--- src/mosd_pkg.sv ---
`default_nettype none
package mosd_pkg;

  // ****************************************************************
  // Output selection and run modes
  // ****************************************************************
  localparam logic [2:0] OSEL_I2C   = 3'h1;
  localparam logic [2:0] OSEL_SPI   = 3'h3;
  localparam logic [2:0] OSEL_PDMC  = 3'h4;
  localparam logic [2:0] OSEL_PDMCT = 3'h6;

  // ****************************************************************
  // Status codes and result layout
  // ****************************************************************
  localparam logic [1:0]  STAT_VALID = 2'h0;
  localparam logic [1:0]  STAT_STALE = 2'h1;
  localparam logic [1:0]  STAT_CMD   = 2'h2;
  localparam int          RES_W      = 14;
  localparam int          PKT_W      = 32;
  localparam logic [13:0] RES_SAT    = 14'h3fff;
  localparam logic [13:0] RES_ZERO   = 14'h0000;

  // ****************************************************************
  // Nonvolatile store geometry
  // ****************************************************************
  localparam int NV_WORDS = 32;
  localparam int NV_DW    = 16;
  localparam int NV_PW    = 6;
  localparam int NV_CW    = NV_DW + NV_PW;
  localparam int NV_AW    = 5;

  // ****************************************************************
  // Density output divider
  // ****************************************************************
  localparam int          PDM_DIV     = 4;
  localparam logic [2:0]  PDM_DIV_MAX = 3'(PDM_DIV - 1);

  typedef enum logic [2:0] {
    ST_BOOT   = 3'b000,
    ST_IDLE   = 3'b001,
    ST_CHECK  = 3'b010,
    ST_TEMP   = 3'b011,
    ST_CAP    = 3'b100,
    ST_CORR   = 3'b101,
    ST_UPDATE = 3'b110
  } mosd_state_e;

endpackage : mosd_pkg
`default_nettype wire

--- src/mosd_nvm.sv ---
`timescale 1ns/100ps
`default_nettype none
module mosd_nvm
  import mosd_pkg::*;
(
  // Clock and reset
  input  wire logic              core_clk,
  input  wire logic              reset,
  // Read port
  input  wire logic [NV_AW-1:0]  rd_addr,
  input  wire logic              rd_en,
  // Write port
  input  wire logic [NV_AW-1:0]  wr_addr,
  input  wire logic              wr_en,
  input  wire logic [NV_CW-1:0]  wr_word,
  // Registered read data
  output logic      [NV_CW-1:0]  rd_word
);

  // ****************************************************************
  // Protected word store, data and check bits side by side
  // ****************************************************************
  logic [NV_CW-1:0] mem [NV_WORDS];

  always_ff @(posedge core_clk)
  begin
    if (wr_en)
    begin
      mem[wr_addr] <= wr_word;
    end
  end

  always_ff @(posedge core_clk)
  begin
    if (reset)
    begin
      rd_word <= '0;
    end
    else if (rd_en)
    begin
      rd_word <= mem[rd_addr];
    end
  end

endmodule : mosd_nvm
`default_nettype wire

--- src/mosd_ecc.sv ---
`timescale 1ns/100ps
`default_nettype none
module mosd_ecc
  import mosd_pkg::*;
(
  // Stored word in
  input  wire logic [NV_CW-1:0] code_in,
  // Corrected data and flags
  output logic      [NV_DW-1:0] data_out,
  output logic                  single_bit_fix,
  output logic                  double_bit_flag
);

  // ****************************************************************
  // Hamming check over 21 positions plus overall parity
  // ****************************************************************
  logic [21:1] cw;
  logic [4:0]  syn;
  logic        ovr;

  always_comb
  begin
    cw       = code_in[20:0];
    syn      = '0;
    ovr      = ^code_in;
    for (int i = 1; i <= 21; i++)
    begin
      if (cw[i])
      begin
        syn = syn ^ 5'(i);
      end
    end
    if (syn != 5'h00 && !ovr)
    begin
      syn = syn;
    end
    else if (ovr && syn != 5'h00 && syn <= 5'd21)
    begin
      cw[syn] = ~cw[syn];
    end
    single_bit_fix  = ovr;
    double_bit_flag = (syn != 5'h00) && !ovr;
    data_out = {cw[21], cw[20:17], cw[15:9], cw[7:5], cw[3]};
  end

endmodule : mosd_ecc
`default_nettype wire

--- src/mosd_result.sv ---
`timescale 1ns/100ps
`default_nettype none
// Summary of operation
// - Update mode fetch returns output register
// - Early fetch repeats data marked stale
// - Ready rises when new data valid, serial outputs only
// - Sleep mode converts once at boot, then only on request
// - Sleep only with serial outputs
// - Wake runs temp, cap, then correction
// - Update register and alarms before sleeping
// - Status sits in top two bits
// - Codes: valid, stale, command mode
// - Fetch before first result reads stale
// - Serial fault reads saturated 3fff values
// - Density fault drives selected density outputs high (temp only in PDMCT)
// - Check config at boot, wake; permanent
// - Cycle faults shown at next delivery
// - Config, RAM, double-bit, overflow fault sources
// - 32 words, 16 data, 6 check
// - Command mode reports both error kinds
// - Normal mode flags only double-bit errors
// - Alarms never carry fault indication
// - Result 14 bits, MSB first
// - Snapshot packet at start, update after
module mosd_result
  import mosd_pkg::*;
(
  // Clock and reset
  input  wire logic              core_clk,
  input  wire logic              reset,
  // Configuration
  input  wire logic [2:0]        out_select,
  input  wire logic              sleep_mode,
  input  wire logic              command_mode,
  // Serial side events from the protocol engine
  input  wire logic              comm_start,
  input  wire logic              comm_end,
  input  wire logic              result_read_cmd,
  input  wire logic              conversion_request_cmd,
  input  wire logic              shift_en,
  // Conversion engine
  input  wire logic              conv_done,
  input  wire logic [RES_W-1:0]  temp_result,
  input  wire logic [RES_W-1:0]  cap_result,
  input  wire logic [RES_W-1:0]  alarm_hi_lim,
  input  wire logic [RES_W-1:0]  alarm_lo_lim,
  input  wire logic              ram_parity_err,
  input  wire logic              math_overflow,
  // Nonvolatile store access
  input  wire logic [NV_AW-1:0]  nv_addr,
  input  wire logic              nv_rd,
  input  wire logic              nv_wr,
  input  wire logic [NV_CW-1:0]  nv_wdata,
  output logic      [NV_DW-1:0]  nv_rdata,
  output logic      [1:0]        nv_resp,
  // Conversion control
  output logic                   powered_up,
  output logic                   conv_temp_go,
  output logic                   conv_cap_go,
  output logic                   corr_go,
  // Result delivery
  output logic                   serial_bit,
  output logic                   ready_out,
  output logic                   alarm_high,
  output logic                   alarm_low,
  output logic                   cap_density_out,
  output logic                   temp_density_out,
  output logic                   fault_out
);

  // ****************************************************************
  // Store and corrector
  // ****************************************************************
  logic [NV_CW-1:0] nv_word;
  logic [NV_DW-1:0] nv_fixed;
  logic             single_bit_fix;
  logic             double_bit_flag;
  logic             nv_rd_q;

  mosd_nvm u_nvm (
    .core_clk (core_clk),
    .reset    (reset),
    .rd_addr  (nv_addr),
    .rd_en    (nv_rd),
    .wr_addr  (nv_addr),
    .wr_en    (nv_wr),
    .wr_word  (nv_wdata),
    .rd_word  (nv_word)
  );

  mosd_ecc u_ecc (
    .code_in         (nv_word),
    .data_out        (nv_fixed),
    .single_bit_fix  (single_bit_fix),
    .double_bit_flag (double_bit_flag)
  );

  always_ff @(posedge core_clk)
  begin
    if (reset)
    begin
      nv_rd_q <= 1'b0;
    end
    else
    begin
      nv_rd_q <= nv_rd;
    end
  end

  always_ff @(posedge core_clk)
  begin
    if (reset)
    begin
      nv_rdata <= '0;
      nv_resp  <= 2'h0;
    end
    else if (nv_rd_q && command_mode)
    begin
      nv_rdata <= nv_fixed;
      nv_resp  <= {double_bit_flag, single_bit_fix};
    end
  end

  // ****************************************************************
  // Mode legality
  // ****************************************************************
  logic serial_sel;
  logic density_sel;
  logic sleep_ok;

  assign serial_sel  = (out_select == OSEL_I2C) || (out_select == OSEL_SPI);
  assign density_sel = (out_select == OSEL_PDMC) || (out_select == OSEL_PDMCT);
  assign sleep_ok    = sleep_mode && serial_sel;

  // ****************************************************************
  // Measurement sequencer
  // ****************************************************************
  mosd_state_e state_q;
  logic        req_pend_q;
  logic        spi_block_q;

  always_ff @(posedge core_clk)
  begin
    if (reset)
    begin
      state_q <= ST_BOOT;
    end
    else
    begin
      unique case (state_q)
        ST_BOOT:   state_q <= ST_CHECK;
        ST_IDLE:   if (!sleep_ok || req_pend_q) state_q <= ST_CHECK;
        ST_CHECK:  state_q <= ST_TEMP;
        ST_TEMP:   if (conv_done) state_q <= ST_CAP;
        ST_CAP:    if (conv_done) state_q <= ST_CORR;
        ST_CORR:   if (conv_done) state_q <= ST_UPDATE;
        ST_UPDATE: state_q <= ST_IDLE;
        default:   state_q <= ST_BOOT;
      endcase
    end
  end

  assign powered_up   = (state_q != ST_IDLE) || !sleep_ok;
  assign conv_temp_go = (state_q == ST_CHECK);
  assign conv_cap_go  = (state_q == ST_TEMP) && conv_done;
  assign corr_go      = (state_q == ST_CAP) && conv_done;

  // SPI requests need a fetch first
  always_ff @(posedge core_clk)
  begin
    if (reset)
    begin
      spi_block_q <= 1'b0;
    end
    else if (state_q == ST_UPDATE && out_select == OSEL_SPI)
    begin
      spi_block_q <= 1'b1;
    end
    else if (comm_end && result_read_cmd)
    begin
      spi_block_q <= 1'b0;
    end
  end

  always_ff @(posedge core_clk)
  begin
    if (reset)
    begin
      req_pend_q <= 1'b0;
    end
    else if (conversion_request_cmd && comm_end && sleep_ok && !spi_block_q)
    begin
      req_pend_q <= 1'b1;
    end
    else if (state_q == ST_CHECK)
    begin
      req_pend_q <= 1'b0;
    end
  end

  // ****************************************************************
  // Diagnostics
  // ****************************************************************
  logic cfg_fault_q;
  logic cyc_fault_q;
  logic diag_q;

  always_ff @(posedge core_clk)
  begin
    if (reset)
    begin
      cfg_fault_q <= 1'b0;
    end
    else if (state_q == ST_CHECK && (ram_parity_err || (nv_rd_q && double_bit_flag)))
    begin
      cfg_fault_q <= 1'b1;
    end
  end

  always_ff @(posedge core_clk)
  begin
    if (reset || state_q == ST_CHECK)
    begin
      cyc_fault_q <= 1'b0;
    end
    else if (state_q inside {ST_TEMP, ST_CAP, ST_CORR})
    begin
      if (ram_parity_err || math_overflow || (nv_rd_q && double_bit_flag && !command_mode))
      begin
        cyc_fault_q <= 1'b1;
      end
    end
  end

  always_ff @(posedge core_clk)
  begin
    if (reset)
    begin
      diag_q <= 1'b0;
    end
    else if (state_q == ST_UPDATE)
    begin
      diag_q <= cfg_fault_q || cyc_fault_q;
    end
    else if (cfg_fault_q)
    begin
      diag_q <= 1'b1;
    end
  end

  assign fault_out = diag_q;

  // ****************************************************************
  // Output register, status and alarms
  // ****************************************************************
  logic [RES_W-1:0] cap_q;
  logic [RES_W-1:0] temp_q;
  logic             fresh_q;
  logic             ready_q;
  logic             alarm_hi_q;
  logic             alarm_lo_q;
  logic             load;

  assign load = (state_q == ST_UPDATE);

  always_ff @(posedge core_clk)
  begin
    if (reset)
    begin
      cap_q  <= RES_ZERO;
      temp_q <= RES_ZERO;
    end
    else if (load)
    begin
      cap_q  <= cap_result;
      temp_q <= temp_result;
    end
  end

  // valid until fetch completes, load wins
  always_ff @(posedge core_clk)
  begin
    if (reset)
    begin
      fresh_q <= 1'b0;
    end
    else if (load)
    begin
      fresh_q <= 1'b1;
    end
    else if (comm_end && result_read_cmd)
    begin
      fresh_q <= 1'b0;
    end
  end

  always_ff @(posedge core_clk)
  begin
    if (reset)
    begin
      ready_q <= 1'b0;
    end
    else
    begin
      ready_q <= load || (fresh_q && !(comm_end && result_read_cmd));
    end
  end

  assign ready_out = ready_q && serial_sel;

  always_ff @(posedge core_clk)
  begin
    if (reset)
    begin
      alarm_hi_q <= 1'b0;
      alarm_lo_q <= 1'b0;
    end
    else if (load)
    begin
      alarm_hi_q <= cap_result > alarm_hi_lim;
      alarm_lo_q <= cap_result < alarm_lo_lim;
    end
  end

  assign alarm_high = alarm_hi_q;
  assign alarm_low  = alarm_lo_q && (out_select != OSEL_PDMCT);

  // ****************************************************************
  // Serial snapshot
  // ****************************************************************
  logic [PKT_W-1:0] pkt_d;
  logic [PKT_W-1:0] shreg_q;
  logic [1:0]       stat;

  always_comb
  begin
    if (command_mode)
    begin
      stat = STAT_CMD;
    end
    else if (fresh_q)
    begin
      stat = STAT_VALID;
    end
    else
    begin
      stat = STAT_STALE;
    end
  end

  always_comb
  begin
    if (diag_q)
    begin
      pkt_d = {stat, RES_SAT, RES_SAT, 2'h0};
    end
    else
    begin
      pkt_d = {stat, cap_q, temp_q, 2'h0};
    end
  end

  always_ff @(posedge core_clk)
  begin
    if (reset)
    begin
      shreg_q <= '0;
    end
    else if (comm_start)
    begin
      shreg_q <= pkt_d;
    end
    else if (shift_en)
    begin
      shreg_q <= {shreg_q[PKT_W-2:0], 1'b0};
    end
  end

  assign serial_bit = shreg_q[PKT_W-1];

  // ****************************************************************
  // Density outputs
  // ****************************************************************
  logic [2:0]       div_q;
  logic             tick;
  logic [RES_W:0]   acc_c_q;
  logic [RES_W:0]   acc_t_q;
  logic             cap_density_out_q;
  logic             temp_density_out_q;

  assign tick = (div_q == PDM_DIV_MAX);

  always_ff @(posedge core_clk)
  begin
    if (reset)
    begin
      div_q <= '0;
    end
    else
    begin
      div_q <= tick ? 3'h0 : div_q + 3'h1;
    end
  end

  always_ff @(posedge core_clk)
  begin
    if (reset)
    begin
      acc_c_q <= '0;
      acc_t_q <= '0;
      cap_density_out_q <= 1'b0;
      temp_density_out_q <= 1'b0;
    end
    else if (tick)
    begin
      acc_c_q <= {1'b0, acc_c_q[RES_W-1:0]} + {1'b0, cap_q};
      acc_t_q <= {1'b0, acc_t_q[RES_W-1:0]} + {1'b0, temp_q};
      cap_density_out_q <= acc_c_q[RES_W];
      temp_density_out_q <= acc_t_q[RES_W];
    end
  end

  assign cap_density_out  = density_sel && (diag_q || cap_density_out_q);
  assign temp_density_out = (out_select == OSEL_PDMCT) && (diag_q || temp_density_out_q);

endmodule : mosd_result
`default_nettype wire

--- config.mk ---
export PLATFORM = sky130hd
export DESIGN_NAME = mosd_result
export DESIGN_NICKNAME = d
export VERILOG_FILES = /design/src/mosd_pkg.sv /design/src/mosd_nvm.sv /design/src/mosd_ecc.sv /design/src/mosd_result.sv
export SDC_FILE = /design/constraint.sdc
export NUM_CORES = 1
export LEC_CHECK = 0
export ABC_CLOCK_PERIOD_IN_PS = 4450
export BUFFER_PORTS_ARGS = -buffer_cell sky130_fd_sc_hd__buf_2
export CORE_UTILIZATION = 35
export DETAILED_ROUTE_END_ITERATION = 7
export GPL_TIMING_DRIVEN = 0
export PLACE_DENSITY = 0.53
export SLEW_MARGIN = 10
export SYNTH_ARGS = -nofsm -noshare
export SYNTH_HDL_FRONTEND = slang
export SYNTH_SLANG_ARGS = --single-unit
--- constraint.sdc ---
create_clock -name core_clk -period 4.45 [get_ports core_clk]
set_input_delay 0.445 -clock core_clk [delete_from_list [all_inputs] [get_ports core_clk]]
set_output_delay 0.445 -clock core_clk [all_outputs]
set_load 0.02 [all_outputs]
Word level (Yosys, flattened, before mapping)
Memories as Yosys holds them, arrays and structs flattened. A register that Yosys moved wholly into a read port is not among the register bits.
Index checks and enable logic that the tools add are counted.
{"block": "totals", "word_cells": 165, "reg_bits": 126, "memories": 1, "mem_bits_rw": 704}
{"block": "classes", "add_sub_neg": 3, "n_reduce_logical": 50, "n_lt_le_gt_ge": 5, "mux": 47, "bitwise": 21, "n_eq_ne": 17}
{"name": "u_nvm.mem", "depth": 32, "width": 22, "rd": 1, "rd_clocked_by_memory_dff": 1, "write_ports": 1, "line": "mosd_nvm.sv:23", "source": "logic [NV_CW-1:0] mem [NV_WORDS];"}
{"cell": "2-to-1 mux 32 bit", "n": 2}
{"cell": "2-to-1 mux 21 bit", "n": 2}
{"cell": "2-to-1 mux 4 bit", "n": 8}
{"cell": "adder 14 x 14 -> 15 bit", "n": 2}
{"cell": "2-to-1 mux 30 bit", "n": 1}
{"cell": "2-to-1 mux 5 bit", "n": 6}
{"cell": "2-to-1 mux 3 bit", "n": 8}
{"cell": "parity 22 bit", "n": 1}
{"cell": "bitwise mux 21 bit", "n": 1}
{"cell": "logical AND 1 bit", "n": 21}
{"cell": "one-hot mux 3 bit (7 select lines)", "n": 1}
{"cell": "NOT 2 bit", "n": 9}
{"cell": "NOT 3 bit", "n": 6}
{"cell": "== test 3 bit, second input constant", "n": 5}
{"cell": "greater-than comparator 14 bit", "n": 1}
{"cell": "< comparator 14 bit", "n": 1}
{"cell": "2-to-1 mux 1 bit", "n": 13}
{"cell": "== test 3 x 2 -> 1 bit, second input constant", "n": 4}
{"cell": "logical OR 1 bit", "n": 12}
{"cell": "nonzero test 2 bit", "n": 5}
{"cell": "inequality test 2 bit, second input constant", "n": 4}
{"cell": "== test 3 x 1 -> 1 bit, second input constant", "n": 2}
{"cell": "< comparator 5 x 6 -> 1 bit, second input constant", "n": 1}
{"cell": "2-to-1 mux 2 bit", "n": 3}
{"cell": "17 further kinds", "n": 24}

Longest topological paths before layout
{"block": "depth", "word_depth": 44, "mapped_depth": 12}

Hierarchy
From an unflattened synthesis, not the netlist that was laid out.
{"block": "hier_totals", "hier_cells": 2481, "hier_area_um2": 35969.5}
{"mod": "mosd_nvm", "instances": 1, "cells_each": 1555, "area_each_um2": 28279.6}
{"mod": "mosd_result", "instances": 1, "cells_each": 819, "area_each_um2": 6680.2}
{"mod": "mosd_ecc", "instances": 1, "cells_each": 107, "area_each_um2": 1009.7}

Worst setup path before layout
No wires, ideal clock.
{"block": "synth_path", "path_kind": "input to register", "startpoint": "input port nv_addr[0]", "endpoint": "memory u_nvm.mem[7][0] in the netlist's numbering (enable)", "path_stages": 6, "arrival_ns": 3.724, "slack_ns": 0.298, "required_time_ns": 4.021, "n_path_buf": 4, "cell_sequence": "clkbuf_1 > buf_2 > buf_2 > clkbuf_1 > nand3_1 > nor3_1"}
{"element": "start: declaration", "line": "mosd_result.sv:50", "source": "input wire logic [NV_AW-1:0] nv_addr,"}
{"element": "end: declaration", "line": "mosd_nvm.sv:23"}
Straight into the memory's write port.

Worst setup path in the final report
{"block": "layout_path", "startpoint": "input port nv_addr[1]", "endpoint": "memory u_nvm.mem[11][9] in the netlist's numbering (enable)"}
Straight into the memory's write port.

==> results.yml <==
floorplan:
  die_w_um: 319.8
  die_h_um: 319.8
  io_pins: 129
  initial_core_util_pct: 35.30
  num_rows: 116
  core_mm2: 0.1001
  dieArea_mm2: 0.1023
final_layout:
  drive_above_1_share_pct: 23.26
  syn2layout_area_growth_pct: 17.56
  seq_area_mm2: 0.02406
  nFillCells: 8966
  multiInputGateArea_mm2: 0.01084
  diodes: 0
  nets: 2567
yosys:
  mappedNetlistArea_mm2: 0.03535
  synth-seq-cells: 850
  synthesis.nets: 2314
  synth_area_per_cell_um2: 16.40
  yosysWarnings: 0
  yosysSeqAreaShare_pct: 68.07
  synth_edf_count: 704
  ys_types: 77
  syn_inst: 2155
  async_flop_share_pct: 0
  synth_ff_type: "edfxtp_1"
routing:
  wirelength_um: 92620
  drtIter0Drc: 1905
  vias: 20250
  drc: 0
  post_drt_wl_per_cell_um: 24.54
  antenna_left: 0
  viasPerCell: 5.364
  drt_first_pass_iters: 5
global_route:
  grt_pass1_vias: 20630
  global_route.usage.total_pct: 18.11
  antenna_found_initial: 2
  grt_overflow: 0
  grt_max_degree: 33
  grt_pass1_wl_um: 136900
critical_path:
  r2r_start: "u_nvm.rd_word[9]"
  start_kind: "input pin"
  crit_type: "input pin to register"
  arrival_ns: 4.46
  r2r_slack_ns: 1.07
  worstSetupEndpoint: "u_nvm.mem[11][9]"
  regToRegEndpoint: "nv_rdata[3]"
  cp.required_ns: 4.74
  cp-end-kind: "register"
  r2r_cells: 8
  startpoint: "nv_addr[1]"
  crit_fanout: 22
job:
  drv_cap: 0
timing:
  whs_ns: 0.05855
  fin_crit_sh_pct: 93.83
  finalSetupViolCount: 0
  worst_slew_pin_slew_ns: 1.283
  finalHoldViolations: 0
  fmax_ghz: 0.2395
  slew_headroom_pct: 14.48
  fin_crit_ns: 4.175
  fin_skew_ns: 0.04851
  setup_tns_ns: 0
  slew_viol_final: 0
  rsz0062_at_grt: "false"
clock_tree:
  cts_num_sinks: 850
  htree_num_levels: 3
  path_clk_slew_ns: 0.06
  postCtsSetupRepairBufs: 0
  hold_buffers: 0
  clk_path_buf_depth: 3
  cts_root_buffer: "clkbuf_16"
  clkLatencyLatePin_ns: 0.66
  cts_tree: "yes"
  cts_buffers: 90
hold_path:
  hold_class: "input pin to register"
placed_design:
  dp_hpwl_um: 63920
  portBuffers: 122
  gp_congestion: 0.8607
status:
  status: "finished clean"
power:
  p_per_area_mw_per_mm2: 437.1
  peakVddDrop_mv: 0.3632
  p_leak_nw: 13.80
-- repair_timing --
| action | in CTS | in global routing |
|---|---|---|
| resized for setup | 1 | 0 |
| endpoints found under the hold margin | 0 | 0 |
| setup endpoints to repair | 44 | 0 |
-- synthesized netlist by cell type (8+ instances only) --
master / count / share of area, %
a211oi_1: 92 / 2.0
a21o_1: 20 / 0.42
a21oi_1: 86 / 1.2
a221oi_1: 22 / 0.55
a22o_1: 15 / 0.37
a31oi_1: 8 / 0.14
and2_1: 15 / 0.27
buf_1: 28 / 0.30
buf_2: 13 / 0.18
clkbuf_1: 81 / 0.86
dfxtp_1: 146 / 8.3
edfxtp_1: 704 / 60
ha_1: 57 / 2.0
inv_1: 48 / 0.51
mux2_2: 8 / 0.25
mux2i_1: 49 / 1.4
mux4_2: 184 / 12
nand2_1: 111 / 1.2
nand2b_1: 11 / 0.19
nand3_1: 21 / 0.30
nand3b_1: 8 / 0.17
nand4_1: 8 / 0.14
nor2_1: 172 / 1.8
nor2b_1: 37 / 0.65
nor3_1: 32 / 0.45
o211ai_1: 8 / 0.17
o21ai_0: 29 / 0.41
o221a_2: 10 / 0.32
xnor2_1: 24 / 0.59
xor2_1: 14 / 0.35
-- where the power goes --
group | internal, mW | switching, mW
clock network | 4.17 | 3.20
logic | 0.741 | 1.23
registers | 8.75 | 0.0751
total | 13.7 | 4.51
-- sequential cells by signal, indices dropped and copies added, names as in the netlist, 2 cells and up --
name	count
acc_c_q	15
acc_t_q	15
cap_q	14
div_q	3
nv_rdata	16
nv_resp	2
shreg_q	30
state_q	3
temp_q	14
u_nvm.mem	704
u_nvm.rd_word	22
-- cell usage in the layout (no fill, tap or decap), drive strengths merged, types with 34 or more instances in the layout --
cell type,Yosys,routed
mux2i,49,49
nor2b,37,37
nor2,172,172
edfxtp,704,704
a211oi,93,93
nand2,111,111
nor3,34,34
clkinv,1,47
clkbuf,82,185
ha,57,57
inv,48,50
a21oi,86,86
dfxtp,146,146
buf,43,204
mux4,184,184
-- worst max-delay path: stages --
cell and delay [ns]:
clkbuf_1 0.68, clkbuf_1 0.56, clkbuf_2 0.51, clkbuf_1 0.50, nand3_1 0.77, nor2_4 0.93
-- routing by layer --
metal	GRT usage [%]	part of all wire, %	vias up
met2	30.76	50	556
met1	24.03	43	10500
met4	4.947	2.5	4
met3	2.862	5.0	135
met5	0	0.028	-
li1	-	-	9052
-- cells by family (layout without fill, tap and decap cells) --
family | after synthesis | in the layout | share of synthesized area [%]
fa+ha+maj | 60 | 60 | 2.159
mux | 242 | 242 | 13.40
buf+inv | 174 | 495 | 1.929
xor+xnor | 52 | 52 | 1.802
simple gates | 443 | 443 | 5.840
compound gates | 334 | 334 | 6.803
flops | 850 | 850 | 68.07
-- worst min path at each step --
stage,start,end,cells past startpoint
2_1_floorplan,div_q[0],div_q[0],1
3_3_place_gp,div_q[0],div_q[0],1
3_5_place_dp,div_q[0],div_q[0],1
4_1_cts,temp_result[4],temp_q[4],3
5_1_grt,temp_result[4],temp_q[4],3
6_report,temp_result[4],temp_q[4],3
-- through the flow --
stage	instance area (um^2)	util, %	std cells	setup WS [ns]	power, mW
after floorplan	35350	-	2155	0.2976	10.28
after global placement	37580	37.53	3575	-2.995	10.90
after detailed placement	38650	38.60	3614	-0.7831	10.97
after CTS	41560	41.50	3774	0.2234	18.32
after global routing	41560	41.50	3774	0.1337	18.80
final	41560	41.50	3774	0.2746	18.17
-- final cells by class --
class	instances	area share [%]
multi-input combinational	1131	26.07
tap	1298	3.908
timing repair buffer	161	3.483
inverter	49	0.4426
buffer	125	1.204
clock inverter	57	1.427
clock buffer	103	5.561
sequential	850	57.90
Power figures use the tool's default switching activity.
